--- config.mk ---
export PLATFORM = sky130hd
export DESIGN_NAME = tx_power_and_synth_cal_regs
export DESIGN_NICKNAME = d
export VERILOG_FILES = /design/src/rtl/tx_synth_cfg_pkg.sv /design/src/rtl/tx_power_and_synth_cal_regs.sv
export SDC_FILE = /design/constraint.sdc
export NUM_CORES = 1
export LEC_CHECK = 0
export ABC_AREA = 1
export BUFFER_PORTS_ARGS = -buffer_cell sky130_fd_sc_hd__clkbuf_2
export CELL_PAD_IN_SITES_DETAIL_PLACEMENT = 2
export CELL_PAD_IN_SITES_GLOBAL_PLACEMENT = 2
export CORE_ASPECT_RATIO = 0.8
export CORE_MARGIN = 4
export CORE_UTILIZATION = 31
export CTS_CLUSTER_SIZE = 14
export DETAILED_ROUTE_END_ITERATION = 6
export PLACE_DENSITY_LB_ADDON = 0.1
export SLEW_MARGIN = 0
export SYNTH_ARGS = -nofsm -noshare
export SYNTH_HDL_FRONTEND = slang
export SYNTH_SLANG_ARGS = --single-unit
--- constraint.sdc ---
create_clock -name clk_sys_i -period 2.6 [get_ports clk_sys_i]
set_clock_uncertainty 0.15 [all_clocks]
set_input_delay 0.26 -clock clk_sys_i [delete_from_list [all_inputs] [get_ports clk_sys_i]]
set_output_delay 0.26 -clock clk_sys_i [all_outputs]
set_load 0.01 [all_outputs]
--- src/rtl/tx_synth_cfg_pkg.sv ---
// constants, register map and types of the tx power and synth cal registers
//
// Overview of operation
// A 3-bit power select field indexes an eight-entry power table.
// In amplitude keying a one symbol uses the entry chosen by power select.
// In amplitude keying a zero symbol uses power table entry zero.
// Power steps through entries zero up to power select to ramp up and down and to shape keyed symbols.
// A 2-bit tx LO buffer current field resets to 1 and sets the buffer current.
// A 2-bit synth cal configuration field resets to 2 and is loaded by software before calibration.
// A 2-bit field resets to 2 and enables the charge pump calibration stage.
// A 4-bit charge pump current result resets to 1001 and sets the current on an exponential scale.
// The three cal result registers are read-write so software can save and restore them per hop.
// One bit picks the high vco core when set and the low one when clear, reset zero.
// A 5-bit vco current result resets to 0x0A and a software write overrides it.
// A 6-bit cap array result resets to 0x20.
// A 7-bit synth cal control field resets to 0x0D.
// Reserved bits read zero and ignore writes.
package tx_synth_cfg_pkg;
  localparam int DATA_W = 32;
  localparam int ADDR_W = 12;
  localparam int IDX_W = ADDR_W - 2;
  localparam int REG_W = 8;
  localparam int PT_DEPTH = 8;
  localparam int PT_IDX_W = 3;
  // register indices; byte address is four times the index
  localparam logic [IDX_W-1:0] IDX_FRONT_END = 10'h022;
  localparam logic [IDX_W-1:0] IDX_CP_CAL = 10'h023;
  localparam logic [IDX_W-1:0] IDX_VCO_CAL = 10'h024;
  localparam logic [IDX_W-1:0] IDX_CAP_CAL = 10'h025;
  localparam logic [IDX_W-1:0] IDX_CAL_CTRL = 10'h026;
  localparam logic [IDX_W-1:0] IDX_RC_CFG = 10'h027;
  localparam logic [IDX_W-1:0] IDX_PT_BASE = 10'h040;
  localparam logic [IDX_W-1:0] IDX_TX_MODE = 10'h048;
  localparam logic [IDX_W-1:0] IDX_TX_STATUS = 10'h049;
  // reset values
  localparam logic [REG_W-1:0] RST_FRONT_END = 8'h10;
  localparam logic [REG_W-1:0] RST_CP_CAL = 8'hA9;
  localparam logic [REG_W-1:0] RST_VCO_CAL = 8'h0A;
  localparam logic [REG_W-1:0] RST_CAP_CAL = 8'h20;
  localparam logic [REG_W-1:0] RST_CAL_CTRL = 8'h0D;
  localparam logic [REG_W-1:0] RST_RC_CFG = 8'h41;
  localparam logic [REG_W-1:0] RST_PT = 8'h00;
  localparam logic [REG_W-1:0] RST_TX_MODE = 8'h00;
  // writable bit masks
  localparam logic [REG_W-1:0] MSK_FRONT_END = 8'h37;
  localparam logic [REG_W-1:0] MSK_CP_CAL = 8'hFF;
  localparam logic [REG_W-1:0] MSK_VCO_CAL = 8'h3F;
  localparam logic [REG_W-1:0] MSK_CAP_CAL = 8'h3F;
  localparam logic [REG_W-1:0] MSK_CAL_CTRL = 8'h7F;
  localparam logic [REG_W-1:0] MSK_RC_CFG = 8'h7F;
  localparam logic [REG_W-1:0] MSK_PT = 8'hFF;
  localparam logic [REG_W-1:0] MSK_TX_MODE = 8'h01;
  // field positions
  localparam int PWR_SEL_LSB = 0;
  localparam int LO_BUF_LSB = 4;
  localparam int CP_RES_LSB = 0;
  localparam int CP_EN_LSB = 4;
  localparam int CAL_CFG_LSB = 6;
  localparam int VCO_RES_LSB = 0;
  localparam int VCO_HIGH_BIT = 5;
  localparam int ASK_MODE_BIT = 0;
  // axi responses
  localparam logic [1:0] RESP_OKAY = 2'h0;
  localparam logic [1:0] RESP_SLVERR = 2'h2;
  // power step timing
  localparam int CLK_PERIOD_NS = 20;
  localparam int RAMP_STEP_NS = 1000;
  localparam int RAMP_STEP_CYC = RAMP_STEP_NS / CLK_PERIOD_NS;
  typedef enum logic [1:0] {
    ST_IDLE = 2'b00,
    ST_RAMP_UP = 2'b01,
    ST_ON = 2'b10,
    ST_RAMP_DOWN = 2'b11
  } ramp_state_t;
endpackage

--- src/rtl/tx_power_and_synth_cal_regs.sv ---
// tx power table stepping and synth calibration registers over axi4-lite
module tx_power_and_synth_cal_regs #(
  parameter int STEP_DIV = tx_synth_cfg_pkg::RAMP_STEP_CYC
) (
  // clock and reset
  input wire logic clk_sys_i,
  input wire logic sys_rst_i,
  // axi4-lite write address
  input wire logic s_axi_awvalid,
  output logic s_axi_awready,
  input wire logic [tx_synth_cfg_pkg::ADDR_W-1:0] s_axi_awaddr,
  input wire logic [2:0] s_axi_awprot,
  // axi4-lite write data
  input wire logic s_axi_wvalid,
  output logic s_axi_wready,
  input wire logic [tx_synth_cfg_pkg::DATA_W-1:0] s_axi_wdata,
  input wire logic [3:0] s_axi_wstrb,
  // axi4-lite write response
  output logic s_axi_bvalid,
  input wire logic s_axi_bready,
  output logic [1:0] s_axi_bresp,
  // axi4-lite read address
  input wire logic s_axi_arvalid,
  output logic s_axi_arready,
  input wire logic [tx_synth_cfg_pkg::ADDR_W-1:0] s_axi_araddr,
  input wire logic [2:0] s_axi_arprot,
  // axi4-lite read data
  output logic s_axi_rvalid,
  input wire logic s_axi_rready,
  output logic [tx_synth_cfg_pkg::DATA_W-1:0] s_axi_rdata,
  output logic [1:0] s_axi_rresp,
  // modem side, same clock
  input wire logic tx_active_i,
  input wire logic tx_symbol_i,
  // calibration engine results, same clock
  input wire logic cal_done_i,
  input wire logic [3:0] cp_result_i,
  input wire logic [4:0] vco_result_i,
  input wire logic [5:0] cap_result_i,
  // power amplifier drive
  output logic pa_enable_o,
  output logic [tx_synth_cfg_pkg::REG_W-1:0] pa_setting_o,
  output logic [tx_synth_cfg_pkg::PT_IDX_W-1:0] pa_index_o,
  // analog settings
  output logic [tx_synth_cfg_pkg::REG_W-1:0] tx_front_end_config_o,
  output logic [tx_synth_cfg_pkg::REG_W-1:0] synth_charge_pump_cal_o,
  output logic [tx_synth_cfg_pkg::REG_W-1:0] synth_vco_current_cal_o,
  output logic [tx_synth_cfg_pkg::REG_W-1:0] synth_cap_array_cal_o,
  output logic [tx_synth_cfg_pkg::REG_W-1:0] synth_cal_control_o,
  output logic [tx_synth_cfg_pkg::REG_W-1:0] rc_osc_config_high_o
);
  import tx_synth_cfg_pkg::*;

  function automatic logic reg_hit(
    input logic [ADDR_W-1:0] addr,
    input logic [IDX_W-1:0] idx
  );
    reg_hit = (addr[ADDR_W-1:2] == idx);
  endfunction

  function automatic logic pt_hit(input logic [ADDR_W-1:0] addr);
    pt_hit = (addr[ADDR_W-1:2+PT_IDX_W] == IDX_PT_BASE[IDX_W-1:PT_IDX_W]);
  endfunction

  //////////////////////////////////////////////////////////////////////////
  // registers
  logic [REG_W-1:0] tx_front_end_config;
  logic [REG_W-1:0] synth_charge_pump_cal;
  logic [REG_W-1:0] synth_vco_current_cal;
  logic [REG_W-1:0] synth_cap_array_cal;
  logic [REG_W-1:0] synth_cal_control;
  logic [REG_W-1:0] rc_osc_config_high;
  logic [REG_W-1:0] tx_mode;
  logic [REG_W-1:0] amp_power_table [PT_DEPTH];

  // write channel holding state
  logic [ADDR_W-1:0] aw_addr;
  logic [REG_W-1:0] w_data;
  logic w_lane0;
  logic wr_fire;
  logic wr_en;
  logic wr_known;

  // ramp state
  ramp_state_t state;
  ramp_state_t next_state;
  logic [PT_IDX_W-1:0] cur_idx;
  logic [PT_IDX_W-1:0] next_idx;
  logic [PT_IDX_W-1:0] target_idx;
  logic [PT_IDX_W-1:0] power_select_index;
  logic ask_mode;
  logic step;
  logic [$clog2(STEP_DIV+1)-1:0] div_cnt;

  //////////////////////////////////////////////////////////////////////////
  // write decode
  // both halves latched and response slot free
  assign wr_fire = !s_axi_awready && !s_axi_wready && !s_axi_bvalid;
  // only byte lane 0 carries the 8-bit registers
  assign wr_en = wr_fire && w_lane0;

  wire hit_fe = reg_hit(aw_addr, IDX_FRONT_END);
  wire hit_cp = reg_hit(aw_addr, IDX_CP_CAL);
  wire hit_vco = reg_hit(aw_addr, IDX_VCO_CAL);
  wire hit_cap = reg_hit(aw_addr, IDX_CAP_CAL);
  wire hit_cc = reg_hit(aw_addr, IDX_CAL_CTRL);
  wire hit_rc = reg_hit(aw_addr, IDX_RC_CFG);
  wire hit_mode = reg_hit(aw_addr, IDX_TX_MODE);
  wire hit_pt = pt_hit(aw_addr);
  wire [PT_IDX_W-1:0] wr_pt_sel = aw_addr[2+PT_IDX_W-1:2];
  // status is read only; writes to it are accepted and dropped
  assign wr_known = hit_fe || hit_cp || hit_vco || hit_cap || hit_cc
    || hit_rc || hit_mode || hit_pt
    || reg_hit(aw_addr, IDX_TX_STATUS);

  //////////////////////////////////////////////////////////////////////////
  // axi write handshake
  always_ff @(posedge clk_sys_i)
  begin
    if (sys_rst_i)
    begin
      s_axi_awready <= 1'b1;
      s_axi_wready <= 1'b1;
      s_axi_bvalid <= 1'b0;
      s_axi_bresp <= RESP_OKAY;
      aw_addr <= '0;
      w_data <= '0;
      w_lane0 <= 1'b0;
    end
    else
    begin
      if (s_axi_awvalid && s_axi_awready)
      begin
        s_axi_awready <= 1'b0;
        aw_addr <= s_axi_awaddr;
      end
      if (s_axi_wvalid && s_axi_wready)
      begin
        s_axi_wready <= 1'b0;
        w_data <= s_axi_wdata[REG_W-1:0];
        w_lane0 <= s_axi_wstrb[0];
      end
      if (wr_fire)
      begin
        s_axi_bvalid <= 1'b1;
        s_axi_bresp <= wr_known ? RESP_OKAY : RESP_SLVERR;
      end
      if (s_axi_bvalid && s_axi_bready)
      begin
        s_axi_bvalid <= 1'b0;
        s_axi_awready <= 1'b1;
        s_axi_wready <= 1'b1;
      end
    end
  end

  //////////////////////////////////////////////////////////////////////////
  // configuration registers; masks keep reserved bits at zero
  always_ff @(posedge clk_sys_i)
  begin
    if (sys_rst_i)
    begin
      tx_front_end_config <= RST_FRONT_END;
      synth_cal_control <= RST_CAL_CTRL;
      rc_osc_config_high <= RST_RC_CFG;
      tx_mode <= RST_TX_MODE;
    end
    else if (wr_en)
    begin
      if (hit_fe)
        tx_front_end_config <= w_data & MSK_FRONT_END;
      if (hit_cc)
        synth_cal_control <= w_data & MSK_CAL_CTRL;
      if (hit_rc)
        rc_osc_config_high <= w_data & MSK_RC_CFG;
      if (hit_mode)
        tx_mode <= w_data & MSK_TX_MODE;
    end
  end

  // calibration results: engine loads them, a bus write wins
  always_ff @(posedge clk_sys_i)
  begin
    if (sys_rst_i)
    begin
      synth_charge_pump_cal <= RST_CP_CAL;
      synth_vco_current_cal <= RST_VCO_CAL;
      synth_cap_array_cal <= RST_CAP_CAL;
    end
    else
    begin
      if (wr_en && hit_cp)
        synth_charge_pump_cal <= w_data & MSK_CP_CAL;
      else if (cal_done_i)
        synth_charge_pump_cal[CP_RES_LSB+:4] <= cp_result_i;
      if (wr_en && hit_vco)
        synth_vco_current_cal <= w_data & MSK_VCO_CAL;
      else if (cal_done_i)
        synth_vco_current_cal[VCO_RES_LSB+:5] <= vco_result_i;
      if (wr_en && hit_cap)
        synth_cap_array_cal <= w_data & MSK_CAP_CAL;
      else if (cal_done_i)
        synth_cap_array_cal[5:0] <= cap_result_i;
    end
  end

  // power table entries
  generate
    for (genvar i = 0; i < PT_DEPTH; i++)
    begin : g_pt
      always_ff @(posedge clk_sys_i)
      begin
        if (sys_rst_i)
          amp_power_table[i] <= RST_PT;
        else if (wr_en && hit_pt && wr_pt_sel == PT_IDX_W'(i))
          amp_power_table[i] <= w_data & MSK_PT;
      end
    end
  endgenerate

  //////////////////////////////////////////////////////////////////////////
  // read path, one cycle after the address is taken
  wire [PT_IDX_W-1:0] rd_pt_sel = s_axi_araddr[2+PT_IDX_W-1:2];
  wire [REG_W-1:0] status_word = {2'h0, state, 1'b0, cur_idx};
  wire rd_pt = pt_hit(s_axi_araddr);
  wire rd_fe = reg_hit(s_axi_araddr, IDX_FRONT_END);
  wire rd_cp = reg_hit(s_axi_araddr, IDX_CP_CAL);
  wire rd_vco = reg_hit(s_axi_araddr, IDX_VCO_CAL);
  wire rd_cap = reg_hit(s_axi_araddr, IDX_CAP_CAL);
  wire rd_cc = reg_hit(s_axi_araddr, IDX_CAL_CTRL);
  wire rd_rc = reg_hit(s_axi_araddr, IDX_RC_CFG);
  wire rd_mode = reg_hit(s_axi_araddr, IDX_TX_MODE);
  wire rd_stat = reg_hit(s_axi_araddr, IDX_TX_STATUS);
  wire rd_known = rd_pt || rd_fe || rd_cp || rd_vco || rd_cap || rd_cc
    || rd_rc || rd_mode || rd_stat;
  wire [REG_W-1:0] rd_value =
    rd_pt ? amp_power_table[rd_pt_sel] :
    rd_fe ? tx_front_end_config :
    rd_cp ? synth_charge_pump_cal :
    rd_vco ? synth_vco_current_cal :
    rd_cap ? synth_cap_array_cal :
    rd_cc ? synth_cal_control :
    rd_rc ? rc_osc_config_high :
    rd_mode ? tx_mode :
    rd_stat ? status_word : 8'h00;

  always_ff @(posedge clk_sys_i)
  begin
    if (sys_rst_i)
    begin
      s_axi_arready <= 1'b1;
      s_axi_rvalid <= 1'b0;
      s_axi_rdata <= '0;
      s_axi_rresp <= RESP_OKAY;
    end
    else if (s_axi_arvalid && s_axi_arready)
    begin
      s_axi_arready <= 1'b0;
      s_axi_rvalid <= 1'b1;
      s_axi_rdata <= {{(DATA_W-REG_W){1'b0}}, rd_value};
      s_axi_rresp <= rd_known ? RESP_OKAY : RESP_SLVERR;
    end
    else if (s_axi_rvalid && s_axi_rready)
    begin
      s_axi_rvalid <= 1'b0;
      s_axi_arready <= 1'b1;
    end
  end

  //////////////////////////////////////////////////////////////////////////
  // power step divider; one step per period keeps ramps slow enough for
  // the pa to settle without spectral splatter
  always_ff @(posedge clk_sys_i)
  begin
    if (sys_rst_i)
    begin
      div_cnt <= '0;
      step <= 1'b0;
    end
    else if (div_cnt == ($bits(div_cnt))'(STEP_DIV - 1))
    begin
      div_cnt <= '0;
      step <= 1'b1;
    end
    else
    begin
      div_cnt <= div_cnt + 1'b1;
      step <= 1'b0;
    end
  end

  //////////////////////////////////////////////////////////////////////////
  // power ramp and keying
  assign power_select_index = tx_front_end_config[PWR_SEL_LSB+:PT_IDX_W];
  assign ask_mode = tx_mode[ASK_MODE_BIT];
  // keyed zero aims at entry zero, a one at the selected entry
  assign target_idx = (ask_mode && !tx_symbol_i) ? '0
    : power_select_index;

  always_comb
  begin
    next_state = state;
    next_idx = cur_idx;
    case (state)
      ST_IDLE:
      begin
        next_idx = '0;
        if (tx_active_i)
          next_state = ST_RAMP_UP;
      end
      ST_RAMP_UP:
      begin
        if (!tx_active_i)
          next_state = ST_RAMP_DOWN;
        else if (step && cur_idx < power_select_index)
          next_idx = cur_idx + 1'b1;
        else if (cur_idx >= power_select_index)
          next_state = ST_ON;
      end
      ST_ON:
      begin
        // the index walks one entry per step, which shapes keyed symbols
        if (!tx_active_i)
          next_state = ST_RAMP_DOWN;
        else if (step && cur_idx < target_idx)
          next_idx = cur_idx + 1'b1;
        else if (step && cur_idx > target_idx)
          next_idx = cur_idx - 1'b1;
      end
      ST_RAMP_DOWN:
      begin
        // a new frame waits until the ramp reaches zero
        if (cur_idx == '0)
          next_state = ST_IDLE;
        else if (step)
          next_idx = cur_idx - 1'b1;
      end
      default:
      begin
        next_state = ST_IDLE;
        next_idx = '0;
      end
    endcase
  end

  always_ff @(posedge clk_sys_i)
  begin
    if (sys_rst_i)
    begin
      state <= ST_IDLE;
      cur_idx <= '0;
      pa_enable_o <= 1'b0;
      pa_index_o <= '0;
      pa_setting_o <= '0;
    end
    else
    begin
      state <= next_state;
      cur_idx <= next_idx;
      pa_enable_o <= (next_state != ST_IDLE);
      pa_index_o <= next_idx;
      pa_setting_o <= amp_power_table[next_idx];
    end
  end

  //////////////////////////////////////////////////////////////////////////
  // analog outputs straight from the registers
  assign tx_front_end_config_o = tx_front_end_config;
  assign synth_charge_pump_cal_o = synth_charge_pump_cal;
  assign synth_vco_current_cal_o = synth_vco_current_cal;
  assign synth_cap_array_cal_o = synth_cap_array_cal;
  assign synth_cal_control_o = synth_cal_control;
  assign rc_osc_config_high_o = rc_osc_config_high;

endmodule // tx_power_and_synth_cal_regs

==> results by group, run 1 <==
Yosys
  • Post-synthesis cell type count: 50
  • Sequential cell area fraction in the yosys report: 45.9%
  • Post-synthesis instance total: 1042
  • Async S/R FF share, synth: 0%
  • Top cells by area, synth: edfxtp_1, dfxtp_1, nand2_1
  • Top_reg_cell synth: dfxtp_1
  • Yosys warns: 0
  • Most frequent cells after synthesis: nand2_1, nor2_1, nand3_1
  • FF+latch count, synth: 159
  • Number of synthesized flops with an enable pin: 64
  • Most frequent cell after synthesis: nand2_1
  • Synth area leader: edfxtp_1
  • Top cell type's share of synthesized area: 23.1%
  • Synthesized cell area: 8340 µm²
  • Mean area per synthesized cell: 8.00 µm²

Clocking
  • Clk sinks: 159
  • Clock latency on the worst-skew pair: 0.43 ns
  • H-tree Lvls: 4
  • Clock transition at path regs: 0.07 ns
  • CTS tree: yes
  • Max clock buf depth: 2
  • CTS buffer count: 17
  • Clock tree root buffer cell: clkbuf_16

Drt
  • WL final: 35.3 mm
  • 1st-pass router iterations: 6
  • DRC: 0
  • Via count: 8332
  • Routed len/inst: 22.1 µm
  • Via density: 5.22
  • Antenna viol nets, final: 0
  • DR iter-0 viols: 523

Timing
  • Fmax: 404 MHz
  • Hold Slack: 0.0397 ns
  • Slew headroom: 51.1%
  • Hold Fails Final Rpt: 0
  • Period minus WS final: 2.48 ns
  • Worst-Margin Slew: 0.733 ns
  • Setup WS post-layout: 0.122 ns
  • Tcrit/Tclk final: 95.3%
  • Final Setup Violations: 0
  • Setup TNS: 0 ns
  • Slew Limit Fails: 0

Worst setup path
  • Critical path cell sequence: nand2_1 > nand2_1 > ha_4 > nand3_2 > nand2_2 > nand2_1 > or3_1 > nand2_1 > nand2_2 > nand2_4 > inv_4 > nand3_1 > a21oi_1 > buf_4
  • Most used cell, CP: nand2_1
  • Required time worst endpoint: 2.77 ns
  • Critical Path AT: 2.65 ns
  • Worst Path Buf+Inv: 2
  • Family with the most delay on the worst path: simple AND/OR/NAND/NOR gates
  • CP endpoint kind: flip-flop
  • Worst-path fanout max: 9
  • Critical path's slowest cell: dfxtp_2
  • R2R Setup Slk: 0.12 ns
  • Crit-path max cell delay: 0.35 ns
  • Nature of the critical path startpoint: flip-flop
  • Crit Path Class: flip-flop to flip-flop

Global route
  • Global route overflow: 0
  • Total track usage: 23.7%
  • Vias in the first global route: 8691
  • Initial antenna violation count: 0
  • Pin count of the biggest net entering global routing: 44
  • First-pass GRT wire length: 53.5 mm

Power
  • Switch share: 28.7%
  • Register share of total power: 44.0%
  • Max IR drop VDD: 0.374 mV
  • Power per cell area: 603 nW/µm²
  • Tot Pwr: 6.40 mW
  • Int Pwr: 4.56 mW
  • Sw power: 1.83 mW
  • Logic gate share of total power: 12.0%
  • Leakage power: 4.46 nW
  • Clk pwr share: 44.0%

Floorplan
  • Chip width: 191 µm
  • Die area: 29600 µm²
  • # IOs: 192
  • Row count: 53
  • Initial core utilization: 31.6%
  • Core area: 26400 µm²
  • Die Y: 155 µm

Place
  • I/O Buffers: 119
  • Post-detail-place hpwl: 25.9 mm
  • Dpl ws: -0.00788 ns
  • Routability cong.: 0.859

Final layout
  • Share of post-route cells with drive strength above 1: 22.1%
  • # fillers: 3054
  • Antenna diode count: 0
  • Final net count: 1328
  • Area delta synth->final: 27.2%

Hold path
  • Hold crit path type: input pin to flip-flop

Status
  • Status: complete, no violations

Run
  • Max-cap violations: 0
cells in the final DEF, fill, tap and decap left out, types with 4 or more instances in the layout:
cell	synthesis	layout
a22oi_1	12	12
dfxtp_2	0	4
o2111ai_1	5	5
nand2_2	2	8
a21oi_1	60	57
a31oi_1	9	9
dlygate4sd3_1	0	36
a211oi_1	5	5
ha_1	11	8
buf_12	0	4
nand4_1	48	48
a311oi_1	5	5
a21oi_2	2	4
nor2_4	4	4
inv_2	11	14
o21ai_0	60	59
conb_1	1	35
o21ai_1	4	4
nand2_1	206	201
nor2_1	122	122
clkbuf_2	0	119
o211ai_1	15	15
clkbuf_16	0	17
buf_4	42	47
inv_6	1	5
nand3_1	98	95
edfxtp_1	64	64
clkinv_1	5	5
dfxtp_1	95	91
nor3_1	10	9
nand3_2	15	16
inv_1	68	65
layout make-up:
cell class	instances	area [µm²]	share of cell area [%]
sequential	159	3830	36.1
timing repair buffer	207	1400	13.2
multi-input combinational	755	3950	37.3
tap	357	447	4.21
clock buffer	17	425	4.01
inverter	86	338	3.19
clock inverter	15	214	2.02
layer usage:
metal  track usage, %  routed length (µm)
met1             33.5               16400
met2             38.5               16400
met3             3.95                2080
met4             4.85                 439
met5                0                   0
what timing repair did:
item                                   CTS  global route
setup endpoints to repair                3            65
setup buffers                            0             3
resized for setup                        2            29
pin swaps                                0             4
hold buffers                            36             0
cloned                                   0             1
endpoints found under the hold margin   38             0
registers in the layout, summed over array words and instances (netlist names), 2 cells and up:
register                 cells
amp_power_table             64
aw_addr                     10
pa_setting_o                 8
s_axi_rdata                  8
synth_charge_pump_cal_o      8
w_data                       8
rc_osc_config_high_o         7
synth_cal_control_o          7
div_cnt                      6
synth_cap_array_cal_o        6
synth_vco_current_cal_o      6
tx_front_end_config_o        5
cur_idx                      3
state                        2
worst paths after layout:
kind / from / endpoint / depth (start not counted)
worst max-delay path: tx_mode[0] / pa_setting_o[7] / 14
worst min register to register: aw_addr[9] / aw_addr[9] / 2
worst min-delay path: s_axi_wdata[4] / w_data[4] / 3
worst max register to register: tx_mode[0] / pa_setting_o[7] / 14
through the flow:
stage / area, µm² / instances / util [%]
after CTS: 10400 / 1592 / 39.6
after global placement: 9440 / 1524 / 35.8
after global routing: 10600 / 1596 / 40.2
after detailed placement: 9440 / 1524 / 35.8
after floorplan: 8460 / 1076 / -
final: 10600 / 1596 / 40.2
cells by family (layout without fill, tap and decap cells):
group	after synthesis	after routing	share of synthesized area, %
AND/OR/NAND/NOR	520	521	29.2
multiplexers	1	1	0.120
other	1	35	0.0450
adder cells (fa/ha/maj)	11	11	1.65
flip-flops	159	159	45.9
AO/OA/AOI/OAI	182	182	12.8
XOR/XNOR	5	5	0.525
buffers and inverters	163	325	9.80
power groups by stage:
| stage | sequential [mW] | combinational (mW) | clock [mW] |
|---|---|---|---|
| after CTS | 2.81 | 0.752 | 2.87 |
| after detailed placement | 2.87 | 0.702 | 0 |
| after global routing | 2.83 | 0.846 | 2.97 |
| after global placement | 2.87 | 0.684 | 0 |
| after floorplan | 2.84 | 0.428 | 0 |
| final | 2.82 | 0.766 | 2.81 |
worst register-to-register path, delay by kind of cell (launching register included):
kind / cells / cell delay (ns)
buffers and inverters: 2 / 0.27
and+or+nand+nor: 10 / 1.23
DFF: 1 / 0.35
adders and majority gates: 1 / 0.31
AOI/OAI and AO/OA: 1 / 0.07
No activity file was read; power rests on OpenSTA's default activity.
==> inputs of run 2 (changes only) <==
- CORE_UTILIZATION: 31 -> 25
==> results by group, run 2 (same netlist as run 1, synthesis figures left out) <==
Final layout
  • Antenna diode count: 0 (unchanged)
  • Top flop regs: amp_power_table (64), aw_addr (10) (unchanged)
  • FF+latch area: 3830 µm² (about the same)
  • # fillers: 3830 (was 3054)
  • Area delta synth->final: 29.3% (was 27.2%)
  • Max reg flops: 64 (unchanged)
  • Share of post-route cells with drive strength above 1: 22.4% (was 22.1%)
  • Final net count: 1348 (was 1328)
  • Largest reg by FF count: amp_power_table (unchanged)
  • Leading cell types in the layout, fill and taps excluded: nand2_1, nor2_1, clkbuf_2, nand3_1, dfxtp_1 (unchanged)
  • Multi-input combinational cell area: 3890 µm² (was 3950 µm²)
  • Commonest non-fill, non-tap cell in the layout: nand2_1 (unchanged)

Drt
  • Via density: 4.90 (was 5.22)
  • Via count: 8254 (was 8332)
  • WL final: 37.2 mm (was 35.3 mm)
  • DRC: 0 (unchanged)
  • 1st-pass router iterations: 5 (was 6)
  • Antenna viol nets, final: 0 (unchanged)
  • DR iter-0 viols: 425 (was 523)
  • Routed len/inst: 22.1 µm (about the same)

Clocking
  • CTS buffer count: 17 (unchanged)
  • Clock latency on the worst-skew pair: 0.44 ns (was 0.43 ns)
  • Max clock buf depth: 2 (unchanged)
  • H-tree Lvls: 4 (unchanged)
  • Clock tree root buffer cell: clkbuf_16 (unchanged)
  • Clock transition at path regs: 0.08 ns (was 0.07 ns)
  • CTS tree: yes (unchanged)
  • Clk sinks: 159 (unchanged)

Worst setup path
  • Critical register-to-register path startpoint: cur_idx[1] (was tx_mode[0])
  • Worst-path fanout max: 6 (was 9)
  • Required time worst endpoint: 2.85 ns (was 2.77 ns)
  • Crit Path Class: flip-flop to flip-flop (unchanged)
  • CP endpoint kind: flip-flop (unchanged)
  • R2R depth: 12 (was 14)
  • Worst R2R End: pa_setting_o[7] (unchanged)
  • Nature of the critical path startpoint: flip-flop (unchanged)
  • Critical Path AT: 2.71 ns (was 2.65 ns)
  • R2R Setup Slk: 0.13 ns (was 0.12 ns)

Global route
  • Global route overflow: 0 (unchanged)
  • Pin count of the biggest net entering global routing: 44 (unchanged)
  • Vias in the first global route: 8616 (was 8691)
  • Total track usage: 20.3% (was 23.7%)
  • Grt peak-use layer: met2 (unchanged)
  • First-pass GRT wire length: 54.8 mm (was 53.5 mm)
  • Met1 Use GR: 28.6% (was 33.5%)
  • Met3 Use GR: 3.77% (was 3.95%)
  • M2 GR Usage: 32.7% (was 38.5%)
  • Initial antenna violation count: 1 (was 0)

Timing
  • Setup WS post-layout: 0.134 ns (was 0.122 ns)
  • Setup TNS: 0 ns (unchanged)
  • Slew headroom: 45.4% (was 51.1%)
  • Tcrit/Tclk final: 94.8% (was 95.3%)
  • Worst-Margin Slew: 0.818 ns (was 0.733 ns)
  • Slew Limit Fails: 0 (unchanged)
  • Period minus WS final: 2.47 ns (was 2.48 ns)
  • Fmax: 406 MHz (was 404 MHz)
  • RSZ-0062 raised after global routing: no
  • Hold Slack: 0.0214 ns (was 0.0397 ns)
  • Hold Fails Final Rpt: 0 (unchanged)
  • Final Setup Violations: 0 (unchanged)

Hold path
  • Hold Path Origin: sys_rst_i (was s_axi_wdata[4])
  • Hold crit path type: input pin to flip-flop (unchanged)
  • WHS Endpoint: rc_osc_config_high_o[6] (was w_data[4])
  • Hold Path Depth: 3 (unchanged)

Place
  • Dpl ws: -0.0629 ns (was -0.00788 ns)
  • Routability cong.: 0.829 (was 0.859)
  • Post-detail-place hpwl: 28.0 mm (was 25.9 mm)
  • I/O Buffers: 119 (unchanged)

Run
  • Max-cap violations: 0 (unchanged)

Power
  • Max IR drop VDD: 0.347 mV (was 0.374 mV)
  • Leakage power: 4.54 nW (was 4.46 nW)
  • Power per cell area: 569 nW/µm² (was 603 nW/µm²)

Floorplan
  • Initial core utilization: 25.5% (was 31.6%)
  • Chip width: 212 µm (was 191 µm)
  • # IOs: 192 (unchanged)
  • Die Y: 171 µm (was 155 µm)
  • Core area: 32700 µm² (was 26400 µm²)
  • Row count: 59 (was 53)
  • Die area: 36400 µm² (was 29600 µm²)

Status
  • Status: complete, no violations (unchanged)
-- run 2: changes by cell type in the layout (fill, tap and decap cells not counted), sizes merged --
cell,delta
buf,+18
clkbuf,+5
bufinv,-4
clkinv,+1
dlygate4sd3,+1
inv,-1
nand2,-1
nand3,+1
-- run 2: how the worst max path moves through the flow --
stage,from,slack [ns],end,cells after the start
floorplan,s_axi_bvalid,0.19,amp_power_table[2][0],7
global placement,tx_symbol_i,0.04,pa_setting_o[7],17
detailed placement,tx_symbol_i,-0.06,pa_setting_o[7],17
CTS,tx_front_end_config_o[2],0.03,pa_setting_o[6],13
global route,tx_mode[0],0.002,pa_setting_o[7],16
finish,cur_idx[1],0.13,pa_setting_o[7],12
-- run 2: where the power goes --
part	leakage (nW)	total (mW)	switching [mW]	internal, mW
logic	2.81	0.773	0.508	0.265
registers	1.44	2.81	0.116	2.70
clock network	0.289	2.54	1.18	1.36
total	4.54	6.13	1.81	4.32
-- run 2: layout make-up --
class                           instances  area share [%]
Timing Repair Buffer                  227            15.0
Sequential cell                       159            35.5
Tap cell                              427            4.96
Clock buffer                           21            4.47
Clock inverter                         11           0.894
Multi-Input combinational cell        755            36.1
Inverter                               86            3.06
-- run 2: worst max-delay path, cell delays in order (launching register included) --
cell	delay [ns]
dfxtp_1	0.52
inv_1	0.11
buf_4	0.17
ha_1	0.19
xnor2_1	0.16
or3_1	0.36
nand2_1	0.06
nand2_1	0.08
nand2_4	0.12
buf_12	0.13
nand3_1	0.12
a21oi_2	0.15
buf_4	0.12
-- run 2: timing repair --
action / 4_1_cts / 5_1_grt
setup endpoints to repair: 2 / 23
hold buffers: 37 / 0
setup buffers: 0 / 4
pin swaps: 0 / 7
hold endpoints to repair: 39 / 0
gates resized for setup: 2 / 22
cloned: 0 / 2
-- run 2: layer usage --
metal	vias up	wire length (µm)
met1	4134	18200
met2	165	17100
met4	0	438
met5	-	0
li1	3933	-
met3	22	1460
-- run 2: stage by stage --
| stage | utilization [%] | std cells | total power [mW] | instance area, µm² |
|---|---|---|---|---|
| floorplan | - | 1076 | 3.27 | 8460 |
| global placement | 29.5 | 1611 | 3.58 | 9640 |
| detailed placement | 29.5 | 1611 | 3.60 | 9640 |
| CTS | 32.4 | 1680 | 6.21 | 10600 |
| global route | 33.0 | 1686 | 6.40 | 10800 |
| finish | 33.0 | 1686 | 6.13 | 10800 |
==> inputs of run 3 (changes only) <==
- CELL_PAD_IN_SITES_DETAIL_PLACEMENT: 2 -> 1
- SLEW_MARGIN: 0 -> 25
==> results by group, run 3 (same netlist as run 1, synthesis figures left out) <==
Clocking
  • CTS tree: yes (unchanged)
  • Max clock buf depth: 2 (unchanged)
  • Clock latency on the worst-skew pair: 0.45 ns (was 0.44 ns)
  • Clock tree root buffer cell: clkbuf_16 (unchanged)
  • Clock transition at path regs: 0.07 ns (was 0.08 ns)
  • CTS buffer count: 17 (unchanged)
  • H-tree Lvls: 4 (unchanged)
  • Clk sinks: 159 (unchanged)

Floorplan
  • Row count: 59 (unchanged)
  • # IOs: 192 (unchanged)
  • Die area: 36400 µm² (unchanged)
  • Chip width: 212 µm (unchanged)
  • Die Y: 171 µm (unchanged)
  • Initial core utilization: 25.5% (unchanged)
  • Core area: 32700 µm² (unchanged)

Global route
  • M2 GR Usage: 28.9% (was 32.7%)
  • Global route overflow: 0 (unchanged)
  • Met3 Use GR: 3.34% (was 3.77%)
  • Vias in the first global route: 8078 (was 8616)
  • Grt peak-use layer: met2 (unchanged)
  • Met1 Use GR: 28.7% (was 28.6%)
  • Initial antenna violation count: 1 (unchanged)
  • Total track usage: 19.3% (was 20.3%)
  • Pin count of the biggest net entering global routing: 44 (unchanged)
  • First-pass GRT wire length: 52.0 mm (was 54.8 mm)

Worst setup path
  • Critical register-to-register path startpoint: cur_idx[1] (unchanged)
  • Crit path to: pa_setting_o[0] (was pa_setting_o[7])
  • Crit Path Class: flip-flop to flip-flop (unchanged)
  • Critical path cell sequence: ha_1 > nand3_1 > nand2_2 > nand2_2 > nand2_1 > nand2_1 > nand3_4 > buf_4 > nand3_2 > nand2_1 > nand3_1 > nand3_1 > a21oi_1 (was inv_1 > buf_4 > ha_1 > xnor2_1 > or3_1 > nand2_1 > nand2_1 > nand2_4 > buf_12 > nand3_1 > a21oi_2 > buf_4)
  • R2R Setup Slk: 0.14 ns (was 0.13 ns)
  • Worst Path Buf+Inv: 1 (was 4)
  • Nature of the critical path startpoint: flip-flop (unchanged)
  • Critical path's slowest cell: dfxtp_1 (unchanged)
  • R2R depth: 13 (was 12)
  • Required time worst endpoint: 2.80 ns (was 2.85 ns)
  • CP endpoint kind: flip-flop (unchanged)
  • Critical Path AT: 2.66 ns (was 2.71 ns)
  • Crit-path max cell delay: 0.50 ns (was 0.52 ns)
  • Family with the most delay on the worst path: simple AND/OR/NAND/NOR gates (unchanged)
  • Worst R2R End: pa_setting_o[0] (was pa_setting_o[7])
  • Worst Setup SP: cur_idx[1] (unchanged)
  • Stages on worst setup path: 13 (was 12)
  • Worst-path fanout max: 6 (unchanged)

Timing
  • Fmax: 406 MHz (about the same)
  • Tcrit/Tclk final: 94.7% (was 94.8%)
  • Slew headroom: 49.1% (was 45.4%)
  • Final Setup Violations: 0 (unchanged)
  • Hold Fails Final Rpt: 0 (unchanged)
  • Worst-Margin Slew: 0.763 ns (was 0.818 ns)
  • Slew Limit Fails: 0 (unchanged)
  • Period minus WS final: 2.46 ns (was 2.47 ns)
  • Setup TNS: 0 ns (unchanged)

Power
  • Logic gate share of total power: 12.4% (was 12.6%)
  • Register share of total power: 46.0% (was 45.9%)
  • Int Pwr: 4.31 mW (was 4.32 mW)
  • Sw power: 1.80 mW (was 1.81 mW)
  • Power per cell area: 571 nW/µm² (was 569 nW/µm²)
  • Max IR drop VDD: 0.315 mV (was 0.347 mV)
  • Leakage power: 4.50 nW (was 4.54 nW)
  • Clk pwr share: 41.6% (was 41.5%)
  • Switch share: 29.5% (about the same)

Final layout
  • Final design utilization: 32.7% (was 33.0%)
  • Leading cell types in the layout, fill and taps excluded: nand2_1, nor2_1, clkbuf_2, nand3_1, dfxtp_1 (unchanged)
  • Max reg flops: 64 (unchanged)
  • Share of post-route cells with drive strength above 1: 22.2% (was 22.4%)
  • Antenna diode count: 0 (unchanged)
  • Commonest non-fill, non-tap cell in the layout: nand2_1 (unchanged)
  • Largest reg by FF count: amp_power_table (unchanged)
  • Area delta synth->final: 28.3% (was 29.3%)
  • Final net count: 1344 (was 1348)
  • Top flop regs: amp_power_table (64), aw_addr (10) (unchanged)

Drt
  • Via count: 8046 (was 8254)
  • Routed len/inst: 20.8 µm (was 22.1 µm)
  • Antenna viol nets, final: 0 (unchanged)
  • DR iter-0 viols: 496 (was 425)
  • DRC: 0 (unchanged)
  • Via density: 4.78 (was 4.90)
  • 1st-pass router iterations: 5 (unchanged)
  • WL final: 35.0 mm (was 37.2 mm)

Hold path
  • Hold Path Origin: s_axi_awaddr[3] (was sys_rst_i)
  • Hold crit path type: input pin to flip-flop (unchanged)

Place
  • Post-detail-place hpwl: 26.6 mm (was 28.0 mm)
  • I/O Buffers: 119 (unchanged)
  • Routability cong.: 0.829 (unchanged)

Status
  • Status: complete, no violations (unchanged)

Run
  • Max-cap violations: 0 (unchanged)
run 3: cell types whose count changed in the layout (fill, tap and decap cells not counted), moves of 2 or more:
cell / change
nand2_1: +3
nand2_2: -3
buf_12: -2
clkinv_2: -2
inv_4: +2
run 3: per-layer routing:
| metal | up-vias | part of all wire [%] |
|---|---|---|
| li1 | 3922 | - |
| met1 | 3916 | 50 |
| met2 | 184 | 44 |
| met3 | 24 | 4.7 |
| met4 | 0 | 1.5 |
| met5 | - | 0 |
run 3: area by class of cell:
type | count | area [µm²]
inverters | 86 | 330
clock buffers | 20 | 468
fillers | 3953 | 22000
clock inverters | 12 | 110
well taps | 427 | 534
repair buffers | 223 | 1540
multi-input cells | 755 | 3890
flip-flops and latches | 159 | 3830
run 3: how the worst min path moves through the flow:
stage | endpoint | slack [ns] | cells after the start
after floorplan | s_axi_awready | 0.26 | 2
after global placement | w_lane0 | 0.32 | 2
after detailed placement | aw_addr[9] | 0.32 | 2
after CTS | aw_addr[3] | 0.004 | 3
after global routing | rc_osc_config_high_o[6] | 0.03 | 3
final | aw_addr[3] | 0.01 | 3
run 3: power by group through the flow:
| stage | clock network (mW) | registers (mW) | logic [mW] |
|---|---|---|---|
| detailed placement | 0 | 2.87 | 0.716 |
| global placement | 0 | 2.87 | 0.713 |
| CTS | 2.61 | 2.81 | 0.761 |
| finish | 2.54 | 2.81 | 0.757 |
| floorplan | 0 | 2.84 | 0.428 |
| global route | 2.72 | 2.83 | 0.840 |
run 3: tightest hold or removal path: cells and delay by family:
kind	cells	cell delay, ns
AO/OA/AOI/OAI	2	0.22
buffers and inverters	1	0.08
run 3: stage by stage:
| stage | cell area, µm² | hold slack (ns) | setup slack, ns | total power [mW] | instances |
|---|---|---|---|---|---|
| after floorplan | 8460 | 0.259 | 0.190 | 3.27 | 1076 |
| after detailed placement | 9640 | 0.319 | -0.0141 | 3.58 | 1611 |
| final | 10700 | 0.0118 | 0.139 | 6.11 | 1682 |
| after CTS | 10600 | 0.00418 | 0.0275 | 6.18 | 1679 |
| after global placement | 9640 | 0.320 | 0.0387 | 3.58 | 1611 |
| after global routing | 10700 | 0.0305 | -0.00850 | 6.38 | 1682 |
run 3: what timing repair did:
action,CTS,global route
hold buffers,36,0
setup endpoints to repair,0,8
buffers inserted,0,2
gates resized for setup,0,22
endpoints found under the hold margin,38,0
